**config.mk**
```make
export PLATFORM = sky130hd
export DESIGN_NAME = exb_alu
export DESIGN_NICKNAME = d
export VERILOG_FILES = /design/src/exb_pkg.sv /design/src/exb_sub_unit.sv /design/src/exb_alu.sv
export SDC_FILE = /design/constraint.sdc
export NUM_CORES = 1
export LEC_CHECK = 0
export BUFFER_PORTS_ARGS = -buffer_cell sky130_fd_sc_hd__buf_2
export CAP_MARGIN = 20
export CORE_MARGIN = 2
export CORE_UTILIZATION = 28
export CTS_BUF_LIST = sky130_fd_sc_hd__clkbuf_8
export CTS_CLUSTER_SIZE = 28
export DETAILED_ROUTE_END_ITERATION = 10
export REMOVE_ABC_BUFFERS = 1
export SETUP_SLACK_MARGIN = 0.05
export SLEW_MARGIN = 20
export SYNTH_ARGS = -nofsm -noshare
export SYNTH_HDL_FRONTEND = slang
export SYNTH_SLANG_ARGS = --single-unit
```
**constraint.sdc**
```tcl
create_clock -name sys_clk -period 2.05 [get_ports sys_clk]
set_input_delay 0.3075 -clock sys_clk [delete_from_list [all_inputs] [get_ports sys_clk]]
set_output_delay 0.3075 -clock sys_clk [all_outputs]
set_load 0.05 [all_outputs]
```
**src/exb_pkg.sv**
```systemverilog
// Types, constants and small helpers shared by the extended-bank ALU datapath.
// Assumes one core clock and a decoder that presents at most one operation per cycle.
package exb_pkg;

    localparam int BYTE_W = 8;
    localparam int NIB_W = 4;
    localparam int MSB = 7;
    localparam int LSB = 0;
    localparam int BIT_SEL_W = 3;
    localparam logic [BYTE_W-1:0] ALL_ONES = 8'hFF;
    localparam logic [BYTE_W-1:0] ALL_ZEROS = 8'h00;
    localparam logic [BYTE_W-1:0] ONE = 8'h01;

    typedef enum logic [4:0] {
        OR_INTO_WORK_REG,
        OR_INTO_MEMORY,
        ROTATE_LEFT_IN_PLACE,
        ROTATE_LEFT_TO_WORK_REG,
        ROTATE_LEFT_THROUGH_CARRY,
        ROTATE_LEFT_CARRY_TO_WORK_REG,
        ROTATE_RIGHT_IN_PLACE,
        ROTATE_RIGHT_TO_WORK_REG,
        ROTATE_RIGHT_THROUGH_CARRY,
        ROTATE_RIGHT_CARRY_TO_WORK_REG,
        SUBTRACT_BORROW_TO_WORK_REG,
        SUBTRACT_BORROW_TO_MEMORY,
        SUBTRACT_TO_WORK_REG,
        SUBTRACT_TO_MEMORY,
        DECREMENT_SKIP_ZERO,
        DECREMENT_SKIP_ZERO_TO_WORK_REG,
        INCREMENT_SKIP_ZERO,
        INCREMENT_SKIP_ZERO_TO_WORK_REG,
        FILL_ONES,
        FILL_ONE_BIT,
        SKIP_IF_NONZERO,
        SKIP_IF_BIT_NONZERO,
        NIBBLE_EXCHANGE,
        NIBBLE_EXCHANGE_TO_WORK_REG
    } exb_op_t;

    typedef enum logic {
        ST_READY,
        ST_DUMMY
    } exb_state_t;

    typedef struct packed {
        logic signed_range_exceeded_flag;
        logic zero_flag;
        logic nibble_carry_flag;
        logic carry_flag;
        logic signed_compare_flag;
        logic chained_zero_flag;
    } exb_flags_t;

    localparam exb_flags_t FLAGS_NONE = 6'h00;
    localparam exb_flags_t FLAGS_ZERO = 6'h10;
    localparam exb_flags_t FLAGS_CARRY = 6'h04;
    localparam exb_flags_t FLAGS_SUB = 6'h3F;

    typedef struct packed {
        exb_op_t op;
        logic [BIT_SEL_W-1:0] bit_sel;
        logic [BYTE_W-1:0] mem_byte;
        logic [BYTE_W-1:0] work_register;
        exb_flags_t flags;
    } exb_req_t;

    typedef struct packed {
        logic work_we;
        logic [BYTE_W-1:0] work_data;
        logic mem_we;
        logic [BYTE_W-1:0] mem_data;
        exb_flags_t flags;
        exb_flags_t flag_we;
        logic skip;
    } exb_rsp_t;

    function automatic logic is_zero(input logic [BYTE_W-1:0] v);
        return v == ALL_ZEROS;
    endfunction

    function automatic logic [BYTE_W-1:0] rot_left(input logic [BYTE_W-1:0] v, input logic fill);
        return {v[MSB-1:LSB], fill};
    endfunction

    function automatic logic [BYTE_W-1:0] rot_right(input logic [BYTE_W-1:0] v, input logic fill);
        return {fill, v[MSB:LSB+1]};
    endfunction

    function automatic logic [BYTE_W-1:0] swap_nibbles(input logic [BYTE_W-1:0] v);
        return {v[NIB_W-1:LSB], v[MSB:NIB_W]};
    endfunction

endpackage

```
**src/exb_sub_unit.sv**
```systemverilog
// Eight-bit subtractor with the full arithmetic flag set.
// Assumes the caller passes borrow_in already inverted from carry, and chain_in high
// when the chained zero flag should simply follow the zero flag.
`timescale 1ns/1ps
module exb_sub_unit (
    input wire logic [exb_pkg::BYTE_W-1:0] minuend,
    input wire logic [exb_pkg::BYTE_W-1:0] subtrahend,
    input wire logic borrow_in,
    input wire logic chain_in,
    output logic [exb_pkg::BYTE_W-1:0] diff,
    output exb_pkg::exb_flags_t flags
);
    logic [exb_pkg::BYTE_W:0] wide;
    logic [exb_pkg::NIB_W:0] low;

    assign wide = {1'h0, minuend} - {1'h0, subtrahend} - {8'h00, borrow_in};
    assign low = {1'h0, minuend[exb_pkg::NIB_W-1:0]}
        - {1'h0, subtrahend[exb_pkg::NIB_W-1:0]} - {4'h0, borrow_in};
    assign diff = wide[exb_pkg::BYTE_W-1:0];

    // Carry reads as "no borrow": a negative result clears it.
    always_comb begin
        flags.carry_flag = !wide[exb_pkg::BYTE_W];
        flags.nibble_carry_flag = !low[exb_pkg::NIB_W];
        flags.zero_flag = exb_pkg::is_zero(diff);
        flags.chained_zero_flag = exb_pkg::is_zero(diff) && chain_in;
        flags.signed_range_exceeded_flag = (minuend[exb_pkg::MSB] ^ subtrahend[exb_pkg::MSB])
            && (minuend[exb_pkg::MSB] ^ diff[exb_pkg::MSB]);
        flags.signed_compare_flag = flags.signed_range_exceeded_flag ^ diff[exb_pkg::MSB];
    end

endmodule // exb_sub_unit

```
**src/exb_alu.sv**
```systemverilog
// Execution datapath for the extended memory instructions: OR, rotates, subtracts,
// set, increment/decrement-and-skip, nonzero skips and nibble swap.
// Assumes the decoder supplies the operand byte and flags with each request on the
// core clock and writes back whatever the registered answer asks for.
// How it works
// - OR work register with memory byte, result to either, zero flag only.
// - Rotate left, bit 7 into bit 0, to memory or work register.
// - Rotate left through carry; old carry into bit 0, bit 7 to carry.
// - Rotate right, bit 0 into bit 7, to memory or work register.
// - Rotate right through carry; old carry into bit 7, bit 0 to carry.
// - Work minus memory minus inverted carry; six flags; carry set unless negative.
// - Work minus memory; same six flags; carry set unless negative.
// - Memory minus one back to memory; skip with dummy cycle on zero.
// - Memory minus one into work register only; skip when zero.
// - Fill the memory byte with all ones; flags untouched.
// - Set the selected memory bit; other bits and flags untouched.
// - Memory plus one back to memory; skip with dummy cycle on zero.
// - Memory plus one into work register only; skip when zero.
// - Skip next instruction when the selected memory bit is one.
// - Skip next instruction when the memory byte is nonzero.
// - Swap nibbles, to memory or work register; flags untouched.
`timescale 1ns/1ps
module exb_alu (
    input wire logic sys_clk,
    input wire logic rst_b,
    input wire logic req_valid,
    input wire exb_pkg::exb_req_t req,
    output logic req_ready,
    output logic rsp_valid,
    output exb_pkg::exb_rsp_t rsp,
    output logic dummy_cycle
);
    typedef struct packed {
        exb_pkg::exb_state_t st;
        logic ready;
        logic rsp_valid;
        exb_pkg::exb_rsp_t rsp;
        logic dummy;
    } exb_alu_state_t;

    exb_alu_state_t q;
    exb_alu_state_t next_q;
    logic take;
    logic sub_borrow;
    logic sub_chain;
    logic [exb_pkg::BYTE_W-1:0] sub_diff;
    exb_pkg::exb_flags_t sub_flags;

    assign take = req_valid && q.ready;

    assign sub_borrow = (req.op == exb_pkg::SUBTRACT_BORROW_TO_WORK_REG
        || req.op == exb_pkg::SUBTRACT_BORROW_TO_MEMORY) && !req.flags.carry_flag;
    assign sub_chain = (req.op == exb_pkg::SUBTRACT_TO_WORK_REG
        || req.op == exb_pkg::SUBTRACT_TO_MEMORY) || req.flags.chained_zero_flag;

    exb_sub_unit u_sub (
        .minuend(req.work_register),
        .subtrahend(req.mem_byte),
        .borrow_in(sub_borrow),
        .chain_in(sub_chain),
        .diff(sub_diff),
        .flags(sub_flags)
    );

    always_comb begin
        exb_pkg::exb_rsp_t c;
        logic [exb_pkg::BYTE_W-1:0] res;
        logic to_work;
        logic writes;
        c = '0;
        res = req.mem_byte;
        to_work = 1'b0;
        writes = 1'b1;
        next_q = q;
        c.flags = req.flags;
        c.flag_we = exb_pkg::FLAGS_NONE;
        case (req.op)
            exb_pkg::OR_INTO_WORK_REG, exb_pkg::OR_INTO_MEMORY: begin
                res = req.work_register | req.mem_byte;
                to_work = req.op == exb_pkg::OR_INTO_WORK_REG;
                c.flag_we = exb_pkg::FLAGS_ZERO;
            end
            exb_pkg::ROTATE_LEFT_IN_PLACE, exb_pkg::ROTATE_LEFT_TO_WORK_REG: begin
                res = exb_pkg::rot_left(req.mem_byte, req.mem_byte[exb_pkg::MSB]);
                to_work = req.op == exb_pkg::ROTATE_LEFT_TO_WORK_REG;
            end
            exb_pkg::ROTATE_LEFT_THROUGH_CARRY, exb_pkg::ROTATE_LEFT_CARRY_TO_WORK_REG: begin
                res = exb_pkg::rot_left(req.mem_byte, req.flags.carry_flag);
                to_work = req.op == exb_pkg::ROTATE_LEFT_CARRY_TO_WORK_REG;
                c.flags.carry_flag = req.mem_byte[exb_pkg::MSB];
                c.flag_we = exb_pkg::FLAGS_CARRY;
            end
            exb_pkg::ROTATE_RIGHT_IN_PLACE, exb_pkg::ROTATE_RIGHT_TO_WORK_REG: begin
                res = exb_pkg::rot_right(req.mem_byte, req.mem_byte[exb_pkg::LSB]);
                to_work = req.op == exb_pkg::ROTATE_RIGHT_TO_WORK_REG;
            end
            exb_pkg::ROTATE_RIGHT_THROUGH_CARRY, exb_pkg::ROTATE_RIGHT_CARRY_TO_WORK_REG: begin
                res = exb_pkg::rot_right(req.mem_byte, req.flags.carry_flag);
                to_work = req.op == exb_pkg::ROTATE_RIGHT_CARRY_TO_WORK_REG;
                c.flags.carry_flag = req.mem_byte[exb_pkg::LSB];
                c.flag_we = exb_pkg::FLAGS_CARRY;
            end
            exb_pkg::SUBTRACT_BORROW_TO_WORK_REG, exb_pkg::SUBTRACT_BORROW_TO_MEMORY,
            exb_pkg::SUBTRACT_TO_WORK_REG, exb_pkg::SUBTRACT_TO_MEMORY: begin
                res = sub_diff;
                to_work = req.op == exb_pkg::SUBTRACT_BORROW_TO_WORK_REG
                    || req.op == exb_pkg::SUBTRACT_TO_WORK_REG;
                c.flags = sub_flags;
                c.flag_we = exb_pkg::FLAGS_SUB;
            end
            exb_pkg::DECREMENT_SKIP_ZERO, exb_pkg::DECREMENT_SKIP_ZERO_TO_WORK_REG: begin
                res = req.mem_byte - exb_pkg::ONE;
                to_work = req.op == exb_pkg::DECREMENT_SKIP_ZERO_TO_WORK_REG;
                c.skip = exb_pkg::is_zero(res);
            end
            exb_pkg::INCREMENT_SKIP_ZERO, exb_pkg::INCREMENT_SKIP_ZERO_TO_WORK_REG: begin
                res = req.mem_byte + exb_pkg::ONE;
                to_work = req.op == exb_pkg::INCREMENT_SKIP_ZERO_TO_WORK_REG;
                c.skip = exb_pkg::is_zero(res);
            end
            exb_pkg::FILL_ONES: begin
                res = exb_pkg::ALL_ONES;
            end
            exb_pkg::FILL_ONE_BIT: begin
                res = req.mem_byte | (exb_pkg::ONE << req.bit_sel);
            end
            exb_pkg::SKIP_IF_NONZERO: begin
                writes = 1'b0;
                c.skip = !exb_pkg::is_zero(req.mem_byte);
            end
            exb_pkg::SKIP_IF_BIT_NONZERO: begin
                writes = 1'b0;
                c.skip = req.mem_byte[req.bit_sel];
            end
            exb_pkg::NIBBLE_EXCHANGE, exb_pkg::NIBBLE_EXCHANGE_TO_WORK_REG: begin
                res = exb_pkg::swap_nibbles(req.mem_byte);
                to_work = req.op == exb_pkg::NIBBLE_EXCHANGE_TO_WORK_REG;
            end
            default: begin
                writes = 1'b0;
            end
        endcase
        if (c.flag_we.zero_flag) begin
            c.flags.zero_flag = exb_pkg::is_zero(res);
        end
        c.work_we = writes && to_work;
        c.mem_we = writes && !to_work;
        c.work_data = to_work ? res : req.work_register;
        c.mem_data = to_work ? req.mem_byte : res;

        // The answer stays on rsp until the next taken request so the core may
        // sample it late; only rsp_valid marks the fresh cycle.
        next_q.rsp_valid = 1'b0;
        next_q.dummy = 1'b0;
        case (q.st)
            exb_pkg::ST_READY: begin
                if (take) begin
                    next_q.rsp = c;
                    next_q.rsp_valid = 1'b1;
                    if (c.skip) begin
                        next_q.st = exb_pkg::ST_DUMMY;
                        next_q.ready = 1'b0;
                        next_q.dummy = 1'b1;
                    end
                end
            end
            exb_pkg::ST_DUMMY: begin
                next_q.st = exb_pkg::ST_READY;
                next_q.ready = 1'b1;
            end
            default: begin
                next_q.st = exb_pkg::ST_READY;
                next_q.ready = 1'b1;
            end
        endcase
    end

    always_ff @(posedge sys_clk or negedge rst_b) begin
        if (!rst_b) begin
            q <= '{st: exb_pkg::ST_READY, ready: 1'b1, rsp_valid: 1'b0, rsp: '0, dummy: 1'b0};
        end else begin
            q <= next_q;
        end
    end

    assign req_ready = q.ready;
    assign rsp_valid = q.rsp_valid;
    assign rsp = q.rsp;
    assign dummy_cycle = q.dummy;

    chk_or_work_zero: assert property (
        @(posedge sys_clk) disable iff (!rst_b)
        take && req.op == exb_pkg::OR_INTO_WORK_REG |=> rsp_valid && rsp.work_we
            && !rsp.mem_we && rsp.flag_we == exb_pkg::FLAGS_ZERO
            && rsp.work_data == ($past(req.work_register) | $past(req.mem_byte)))
        else $error("OR into work register gave a wrong answer");

    chk_rotl_in_place: assert property (
        @(posedge sys_clk) disable iff (!rst_b)
        take && req.op == exb_pkg::ROTATE_LEFT_IN_PLACE |=> rsp.mem_we && !rsp.work_we
            && rsp.mem_data[exb_pkg::LSB] == $past(req.mem_byte[exb_pkg::MSB])
            && rsp.flag_we == exb_pkg::FLAGS_NONE)
        else $error("Left rotate in place is wrong");

    chk_rlc_carry_out: assert property (
        @(posedge sys_clk) disable iff (!rst_b)
        take && req.op == exb_pkg::ROTATE_LEFT_CARRY_TO_WORK_REG |=> !rsp.mem_we
            && rsp.work_data[exb_pkg::LSB] == $past(req.flags.carry_flag)
            && rsp.flags.carry_flag == $past(req.mem_byte[exb_pkg::MSB])
            && rsp.flag_we == exb_pkg::FLAGS_CARRY)
        else $error("Left rotate through carry is wrong");

    chk_rotr_work_reg: assert property (
        @(posedge sys_clk) disable iff (!rst_b)
        take && req.op == exb_pkg::ROTATE_RIGHT_TO_WORK_REG |=> rsp.work_we && !rsp.mem_we
            && rsp.work_data[exb_pkg::MSB] == $past(req.mem_byte[exb_pkg::LSB]))
        else $error("Right rotate to work register is wrong");

    chk_rrc_carry_out: assert property (
        @(posedge sys_clk) disable iff (!rst_b)
        take && req.op == exb_pkg::ROTATE_RIGHT_THROUGH_CARRY |=> rsp.mem_we
            && rsp.mem_data[exb_pkg::MSB] == $past(req.flags.carry_flag)
            && rsp.flags.carry_flag == $past(req.mem_byte[exb_pkg::LSB]))
        else $error("Right rotate through carry is wrong");

    chk_sbc_borrow_value: assert property (
        @(posedge sys_clk) disable iff (!rst_b)
        take && req.op == exb_pkg::SUBTRACT_BORROW_TO_WORK_REG && !req.flags.carry_flag
            |=> rsp.work_data == $past(req.work_register) - $past(req.mem_byte) - exb_pkg::ONE
            && rsp.flag_we == exb_pkg::FLAGS_SUB)
        else $error("Subtract with borrow ignored the cleared carry");

    chk_sub_carry_sense: assert property (
        @(posedge sys_clk) disable iff (!rst_b)
        take && req.op == exb_pkg::SUBTRACT_TO_MEMORY |=> rsp.mem_we
            && rsp.flags.carry_flag == ($past(req.work_register) >= $past(req.mem_byte)))
        else $error("Subtract carry does not mean no borrow");

    chk_dec_skip_timing: assert property (
        @(posedge sys_clk) disable iff (!rst_b)
        take && req.op == exb_pkg::DECREMENT_SKIP_ZERO && req.mem_byte == exb_pkg::ONE
            |=> rsp.mem_we && dummy_cycle && !req_ready ##1 req_ready && !dummy_cycle)
        else $error("Decrement to zero did not take exactly two cycles");

    chk_dec_work_only: assert property (
        @(posedge sys_clk) disable iff (!rst_b)
        take && req.op == exb_pkg::DECREMENT_SKIP_ZERO_TO_WORK_REG |=> !rsp.mem_we
            && rsp.work_data == $past(req.mem_byte) - exb_pkg::ONE
            && rsp.skip == exb_pkg::is_zero(rsp.work_data))
        else $error("Decrement to work register is wrong");

    chk_fill_all_ones: assert property (
        @(posedge sys_clk) disable iff (!rst_b)
        take && req.op == exb_pkg::FILL_ONES |=> rsp.mem_we
            && rsp.mem_data == exb_pkg::ALL_ONES && rsp.flag_we == exb_pkg::FLAGS_NONE)
        else $error("Fill with ones is wrong");

    chk_set_one_bit: assert property (
        @(posedge sys_clk) disable iff (!rst_b)
        take && req.op == exb_pkg::FILL_ONE_BIT |=> rsp.mem_data[$past(req.bit_sel)]
            && (rsp.mem_data & ~(exb_pkg::ONE << $past(req.bit_sel)))
                == ($past(req.mem_byte) & ~(exb_pkg::ONE << $past(req.bit_sel))))
        else $error("Bit set disturbed other bits");

    chk_inc_skip_timing: assert property (
        @(posedge sys_clk) disable iff (!rst_b)
        take && req.op == exb_pkg::INCREMENT_SKIP_ZERO |=> rsp.mem_we
            && rsp.mem_data == $past(req.mem_byte) + exb_pkg::ONE
            && dummy_cycle == exb_pkg::is_zero(rsp.mem_data))
        else $error("Increment and skip is wrong");

    chk_inc_work_only: assert property (
        @(posedge sys_clk) disable iff (!rst_b)
        take && req.op == exb_pkg::INCREMENT_SKIP_ZERO_TO_WORK_REG
            && req.mem_byte == exb_pkg::ALL_ONES |=> !rsp.mem_we && rsp.work_we
            && rsp.skip ##1 req_ready)
        else $error("Increment to work register did not skip");

    chk_bit_test_skip: assert property (
        @(posedge sys_clk) disable iff (!rst_b)
        take && req.op == exb_pkg::SKIP_IF_BIT_NONZERO |=> !rsp.mem_we && !rsp.work_we
            && dummy_cycle == $past(req.mem_byte[req.bit_sel]))
        else $error("Bit test skip is wrong");

    chk_byte_test_skip: assert property (
        @(posedge sys_clk) disable iff (!rst_b)
        take && req.op == exb_pkg::SKIP_IF_NONZERO && req.mem_byte == exb_pkg::ALL_ZEROS
            |=> !dummy_cycle && req_ready && rsp.flag_we == exb_pkg::FLAGS_NONE)
        else $error("Zero byte must not skip");

    chk_nibble_swap: assert property (
        @(posedge sys_clk) disable iff (!rst_b)
        take && req.op == exb_pkg::NIBBLE_EXCHANGE_TO_WORK_REG |=> !rsp.mem_we
            && rsp.work_data == exb_pkg::swap_nibbles($past(req.mem_byte)))
        else $error("Nibble swap is wrong");

    chk_zero_flag_sense: assert property (
        @(posedge sys_clk) disable iff (!rst_b)
        rsp_valid && rsp.flag_we.zero_flag |-> rsp.flags.zero_flag
            == exb_pkg::is_zero(rsp.work_we ? rsp.work_data : rsp.mem_data))
        else $error("Zero flag does not match the written result");

endmodule // exb_alu

```
* Word level (Yosys, flattened, before mapping) *
Index checks and enable logic that the tools add are counted.

operators by class
  add/sub/neg operators = 6
  $mul = 0
  div/mod/pow operators = 0
  magnitude comparators = 1
  equal/unequal tests = 25
  shifts and indexed selects = 1
  mux-type cells = 18
  bitwise logic cells = 6
  reductions and logical operators = 34

operators by type and width
  kind                   count
  $pmux W8 S11           1
  $eq A5 B4 Y1 const B   8
  $eq A5 B5 Y1 const B   8
  $logic_not A8 Y1       5
  $mux W35               1
  $mux W33               1
  $reduce_or A22 Y1      1
  $eq A5 B3 Y1 const B   4
  $pmux W6 S3            1
  $mux W8                2
  $or A8 B8 Y8           2
  $reduce_or A2 Y1       8
  $eq A5 B2 Y1 const B   2
  $pmux W1 S9            1
  $sub A8 B8 Y9          1
  $sub A9 B1 Y9          1
  $add A8 B1 Y8 const B  1
  $reduce_or A4 Y1       2
  $shl A1 B3 Y8 const A  1
  $sub A8 B1 Y8 const B  1
  $logic_and A1 B1 Y1    6
  $eq A5 B1 Y1 const B   1
  $logic_not A1 Y1       5
  $logic_not A5 Y1       1
  15 further kinds       26

word-level totals
  register bits = 35
  latch bits = 0
  memory bits (writable) = 0
  ROM bits = 0
  bits of input ports = 33
  logic and storage cells = 112
  memories = 0

* Longest topological paths before layout *
  depth after elaboration = 10
  gate-level depth with buffers = 14

* Cells and area by module *
A second synthesis with hierarchy kept.

second synthesis, totals
  cells, all modules = 481
  area total of the unflattened synthesis = 3746.1 µm²

modules (own cells, without submodules)
  module        instances  cells an instance  area each (µm²)  sequential area each (µm²)
  exb_alu       1          400                3151.8           777.0
  exb_sub_unit  1          81                 594.3            0.0

* Worst setup path after synthesis *
No wires, ideal clock.

  path kind = input -> register
  start = input req[26] in the netlist's numbering
  end = register q (netlist bit rsp[11])
  library setup time = 0.076 ns
  arrival time = 3.240 ns
  required time = 1.974 ns
  setup slack = -1.266 ns
  cell stages on the path = 13
  buffers on the path = 3
  cell sequence = buf_6 > buf_6 > buf_4 > nand4_1 > fa_1 > fa_1 > nand2b_1 > a2111o_1 > a21oi_1 > o32a_1 > a21oi_1 > or4b_1 > o21ai_1

on the way
  cells in the longest elaborated chain, start to end = 7
  elaborated cells between the ends (all ways) = 41

ends and longest elaborated chain
  what                                              RTL line                                     source
  start, declared                                   exb_alu.sv:27                                input wire exb_pkg::exb_req_t req,
  $eq A5 B4 Y1 (on tied branches)                   exb_alu.sv:51, exb_alu.sv:77, exb_alu.sv:52
  $logic_or A1 B1 Y1                                exb_alu.sv:52                                || req.op == exb_pkg::SUBTRACT_BORROW_TO_MEMORY) && !req.flags.carry_flag;
  $logic_and A1 B1 Y1                               exb_alu.sv:52
  $sub A9 B1 Y9                                     exb_sub_unit.sv:16                           assign wide = {1'h0, minuend} - {1'h0, subtrahend} - {8'h00, borrow_in};
  $pmux W8 S11 or $logic_not A8 Y1 (tied branches)  exb_alu.sv:77, exb_pkg.sv:79
  $logic_not A8 Y1 or $mux W3 (tied branches)       exb_pkg.sv:79, exb_alu.sv:77
  $mux W1 (*)                                       exb_alu.sv:143                               if (c.flag_we.zero_flag) begin
  end signal, assigned                              exb_alu.sv:180                               q <= '{st: exb_pkg::ST_READY, ready: 1'b1, rsp_valid: 1'b0, rsp: '0, dummy: 1'b0};
  end signal, assigned                              exb_alu.sv:182                               q <= next_q;
  end, declared                                     exb_alu.sv:41                                exb_alu_state_t q;

Mark *: on every way between the ends. The rest lies on a longest branch, timed or not.
A chain may end at the register's enable or synchronous reset.

* Worst setup path in the final report *
  start = input req[27] in the netlist's numbering
  end = register q (netlist bit rsp[11])

Same word-level chain as after synthesis.

==> metrics.txt <==
status complete, but fails checks; failing checks negative setup slack; CP peak stage delay 0.51 ns; Die Wd 118 um; routability congestion estimate from global placement 0.988; CTS clock-pin slew for the worst setup and hold paths 0.07 ns; Peak VDD IR 0.240 mV; Crit Path Class input port to flip-flop; post-route ant nets 0; Vias/cell 5.45; Synth Instances 452; I/O Pins 67; gr usage total 0.215; Slew HR 0.490; sequential share of the synthesized area 0.215; DP HPWL 11200 um; reg2reg path depth 6; Initial DRT Pass Iterations 5; H-tree levels 2; Period minus WS final 3.07 ns; first-pass GRT wire length 23400 um; Post-Syn Area 0.00362 mm2; fin cells 777; Distinct cells, synth 87; root buffer cell clkbuf_8; grt ovf 0; worst r2r src req_ready$_DFFE_PN1P_; die height 118 um; cell repeated most along the worst path fa_2; worst skew pair latency 0.28 ns; R2R Setup Slk -0.19 ns; Critical Path RT 2.27 ns; power per cell area 753 mW/mm2; Synth Warn # 0; period utilization 1.50; final hold slack 0.0747 ns; CP endpoint kind flip-flop; nets@finish 656; Max Root-Sink Buffers 2; clock sinks 31; Crit Path Max Fanout 4; ANT cells 0; Port Buffer Count 66; worst path cell trace buf_6 > and2b_1 > nand4_1 > fa_2 > fa_2 > nand2b_4 > a211oi_4 > o32ai_2 > nor4b_2 > a211oi_2 > or4b_1 > o21ai_1; num rows 41; largest net degree at the start of global routing 57; fin. max-slew vios 0; Post-Syn Area per Cell 8.01 um2; initial antenna violation count 0; crit path DAT 3.28 ns; final setup violating endpoints 23; Fin. Hold Viols 0; 1st-iter DRT viols 427; vias 4235; die area 0.0139 mm2; Leak 2.44 nW; Final Instance Area 0.00541 mm2; Final WS setup -1.02 ns; fraction of registers with async set/reset 1.00; Post-Route WL 15000 um; Setup WS pre-CTS -1.54 ns; number of synthesized register bits 31; dominant synthesized flop cell dfrtp_1; RSZ-0062 raised after global routing yes; Max Clk Rate 326 MHz; WL per Instance 19.3 um; DP Area 0.00476 mm2; DRC errors left 0; Area Overhead vs Synth 49.4%; Initial Utilization 0.287; crit start category input port; slew at the pin closest to its max-slew limit 0.758 ns; Num CTS Buffers 5; share of layout cells above drive strength 1 0.451; setup TNS -15.62 ns; CTS tree built; Core Area 0.0126 mm2; Fillers 1326; hold crit path type input port to async pin; DP Cell Count 754; Max-cap violations 0; RR Endpoint rsp[11]$_DFFE_PN0P_; Clock Skew 0.00424 ns; Post-synth EDFFs 0; number of global-route vias before repair 4180; slowest cell on the critical path or4b_1
-- sequential cells by signal, indices dropped and copies added, names as in the netlist --
| name | flops |
|---|---|
| dummy_cycle | 1 |
| rsp | 28 |
| rsp_valid | 1 |
| req_ready | 1 |
-- synthesized netlist by cell type, drive strengths merged (6+ instances only) --
library cell  instances  share of area
nand3                11          0.015
nand2                40          0.041
nor2                 35          0.036
a21oi                24          0.033
a31oi                 6          0.010
inv                  26          0.027
o21ai                33          0.046
nor3                 11          0.017
o21a                  6          0.012
mux2i                10          0.028
o31ai                 9          0.019
clkbuf               17          0.018
ha                   17          0.059
a211oi                7          0.015
xor2                  6          0.015
and3                  6          0.010
xnor2                 8          0.021
nor3b                 7          0.015
dfrtp                30           0.21
buf                  25          0.046
-- repair_timing --
action / in CTS / in global routing
hold endpoints to repair: 0 / 0
endpoints found under the setup margin: 26 / 27
buffers inserted: 11 / 7
pin swaps: 46 / 28
hold buffers: 0 / 0
gates resized for setup: 88 / 19
-- power by group --
| part | switching [mW] | internal, mW |
|---|---|---|
| Clock | 0.229 | 0.226 |
| Sequential | 0.122 | 0.840 |
| Combinational | 1.76 | 0.890 |
| Total | 2.12 | 1.96 |
-- metrics by stage --
stage	utilization	total power, mW
final	0.429	4.07
after global routing	0.429	4.30
after CTS	0.419	3.99
after detailed placement	0.377	3.32
after global placement	0.377	3.29
after floorplan	-	2.46
-- worst max-delay path: cells and delay by family --
family / cells / cell delay [ns]
AOI/OAI and AO/OA: 4 / 0.64
buffers and inverters: 1 / 0.09
adders and majority gates: 2 / 0.80
and+or+nand+nor: 5 / 1.42
-- cell usage in the layout (no fill, tap or decap), drive strengths merged, types with 7 or more instances in the layout --
master	n
dfrtp	30
nor2	35
o21ai	33
nor3	11
a211oi	7
xnor2	8
inv	29
ha	17
nand3	11
nor3b	7
nand2	40
o31ai	9
a21oi	24
buf	187
mux2i	10
-- routing by layer --
layer / vias to the layer above / share of wire / track usage
met5: - / 0 / 0
met4: 0 / 0.036 / 0.0843
met3: 42 / 0.067 / 0.0359
met2: 188 / 0.45 / 0.339
met1: 2016 / 0.44 / 0.292
li1: 1989 / - / -
-- final cells by class --
type | count | area [um2] | share of cell area
Tap cell | 172 | 215 | 0.0398
Sequential cell | 31 | 777 | 0.144
Multi-Input combinational cell | 352 | 2920 | 0.539
Timing Repair Buffer | 187 | 1320 | 0.244
Inverter | 27 | 101 | 0.0187
Clock buffer | 5 | 68.8 | 0.0127
Clock inverter | 3 | 11.3 | 0.00208
-- how the worst max path moves through the flow --
stage               depth (start not counted)                  end  slack, ns                   from
floorplan                                   6  rsp[11]$_DFFE_PN0P_      -1.16  req_ready$_DFFE_PN1P_
global placement                           12  rsp[11]$_DFFE_PN0P_      -1.45                req[27]
detailed placement                         12  rsp[11]$_DFFE_PN0P_      -1.54                req[27]
CTS                                        12  rsp[11]$_DFFE_PN0P_       -1.0                req[27]
global route                               12  rsp[11]$_DFFE_PN0P_      -1.08                req[27]
finish                                     12  rsp[11]$_DFFE_PN0P_      -1.02                req[27]
-- kinds of logic after synthesis --
| group | count (synthesis) | synth area share |
|---|---|---|
| compound gates | 138 | 0.280 |
| xor+xnor | 14 | 0.0359 |
| fa+ha+maj | 19 | 0.0698 |
| buf+inv | 69 | 0.0916 |
| flops | 31 | 0.215 |
| mux | 14 | 0.0463 |
| simple gates | 167 | 0.262 |
(Power assumes the default switching activity.)
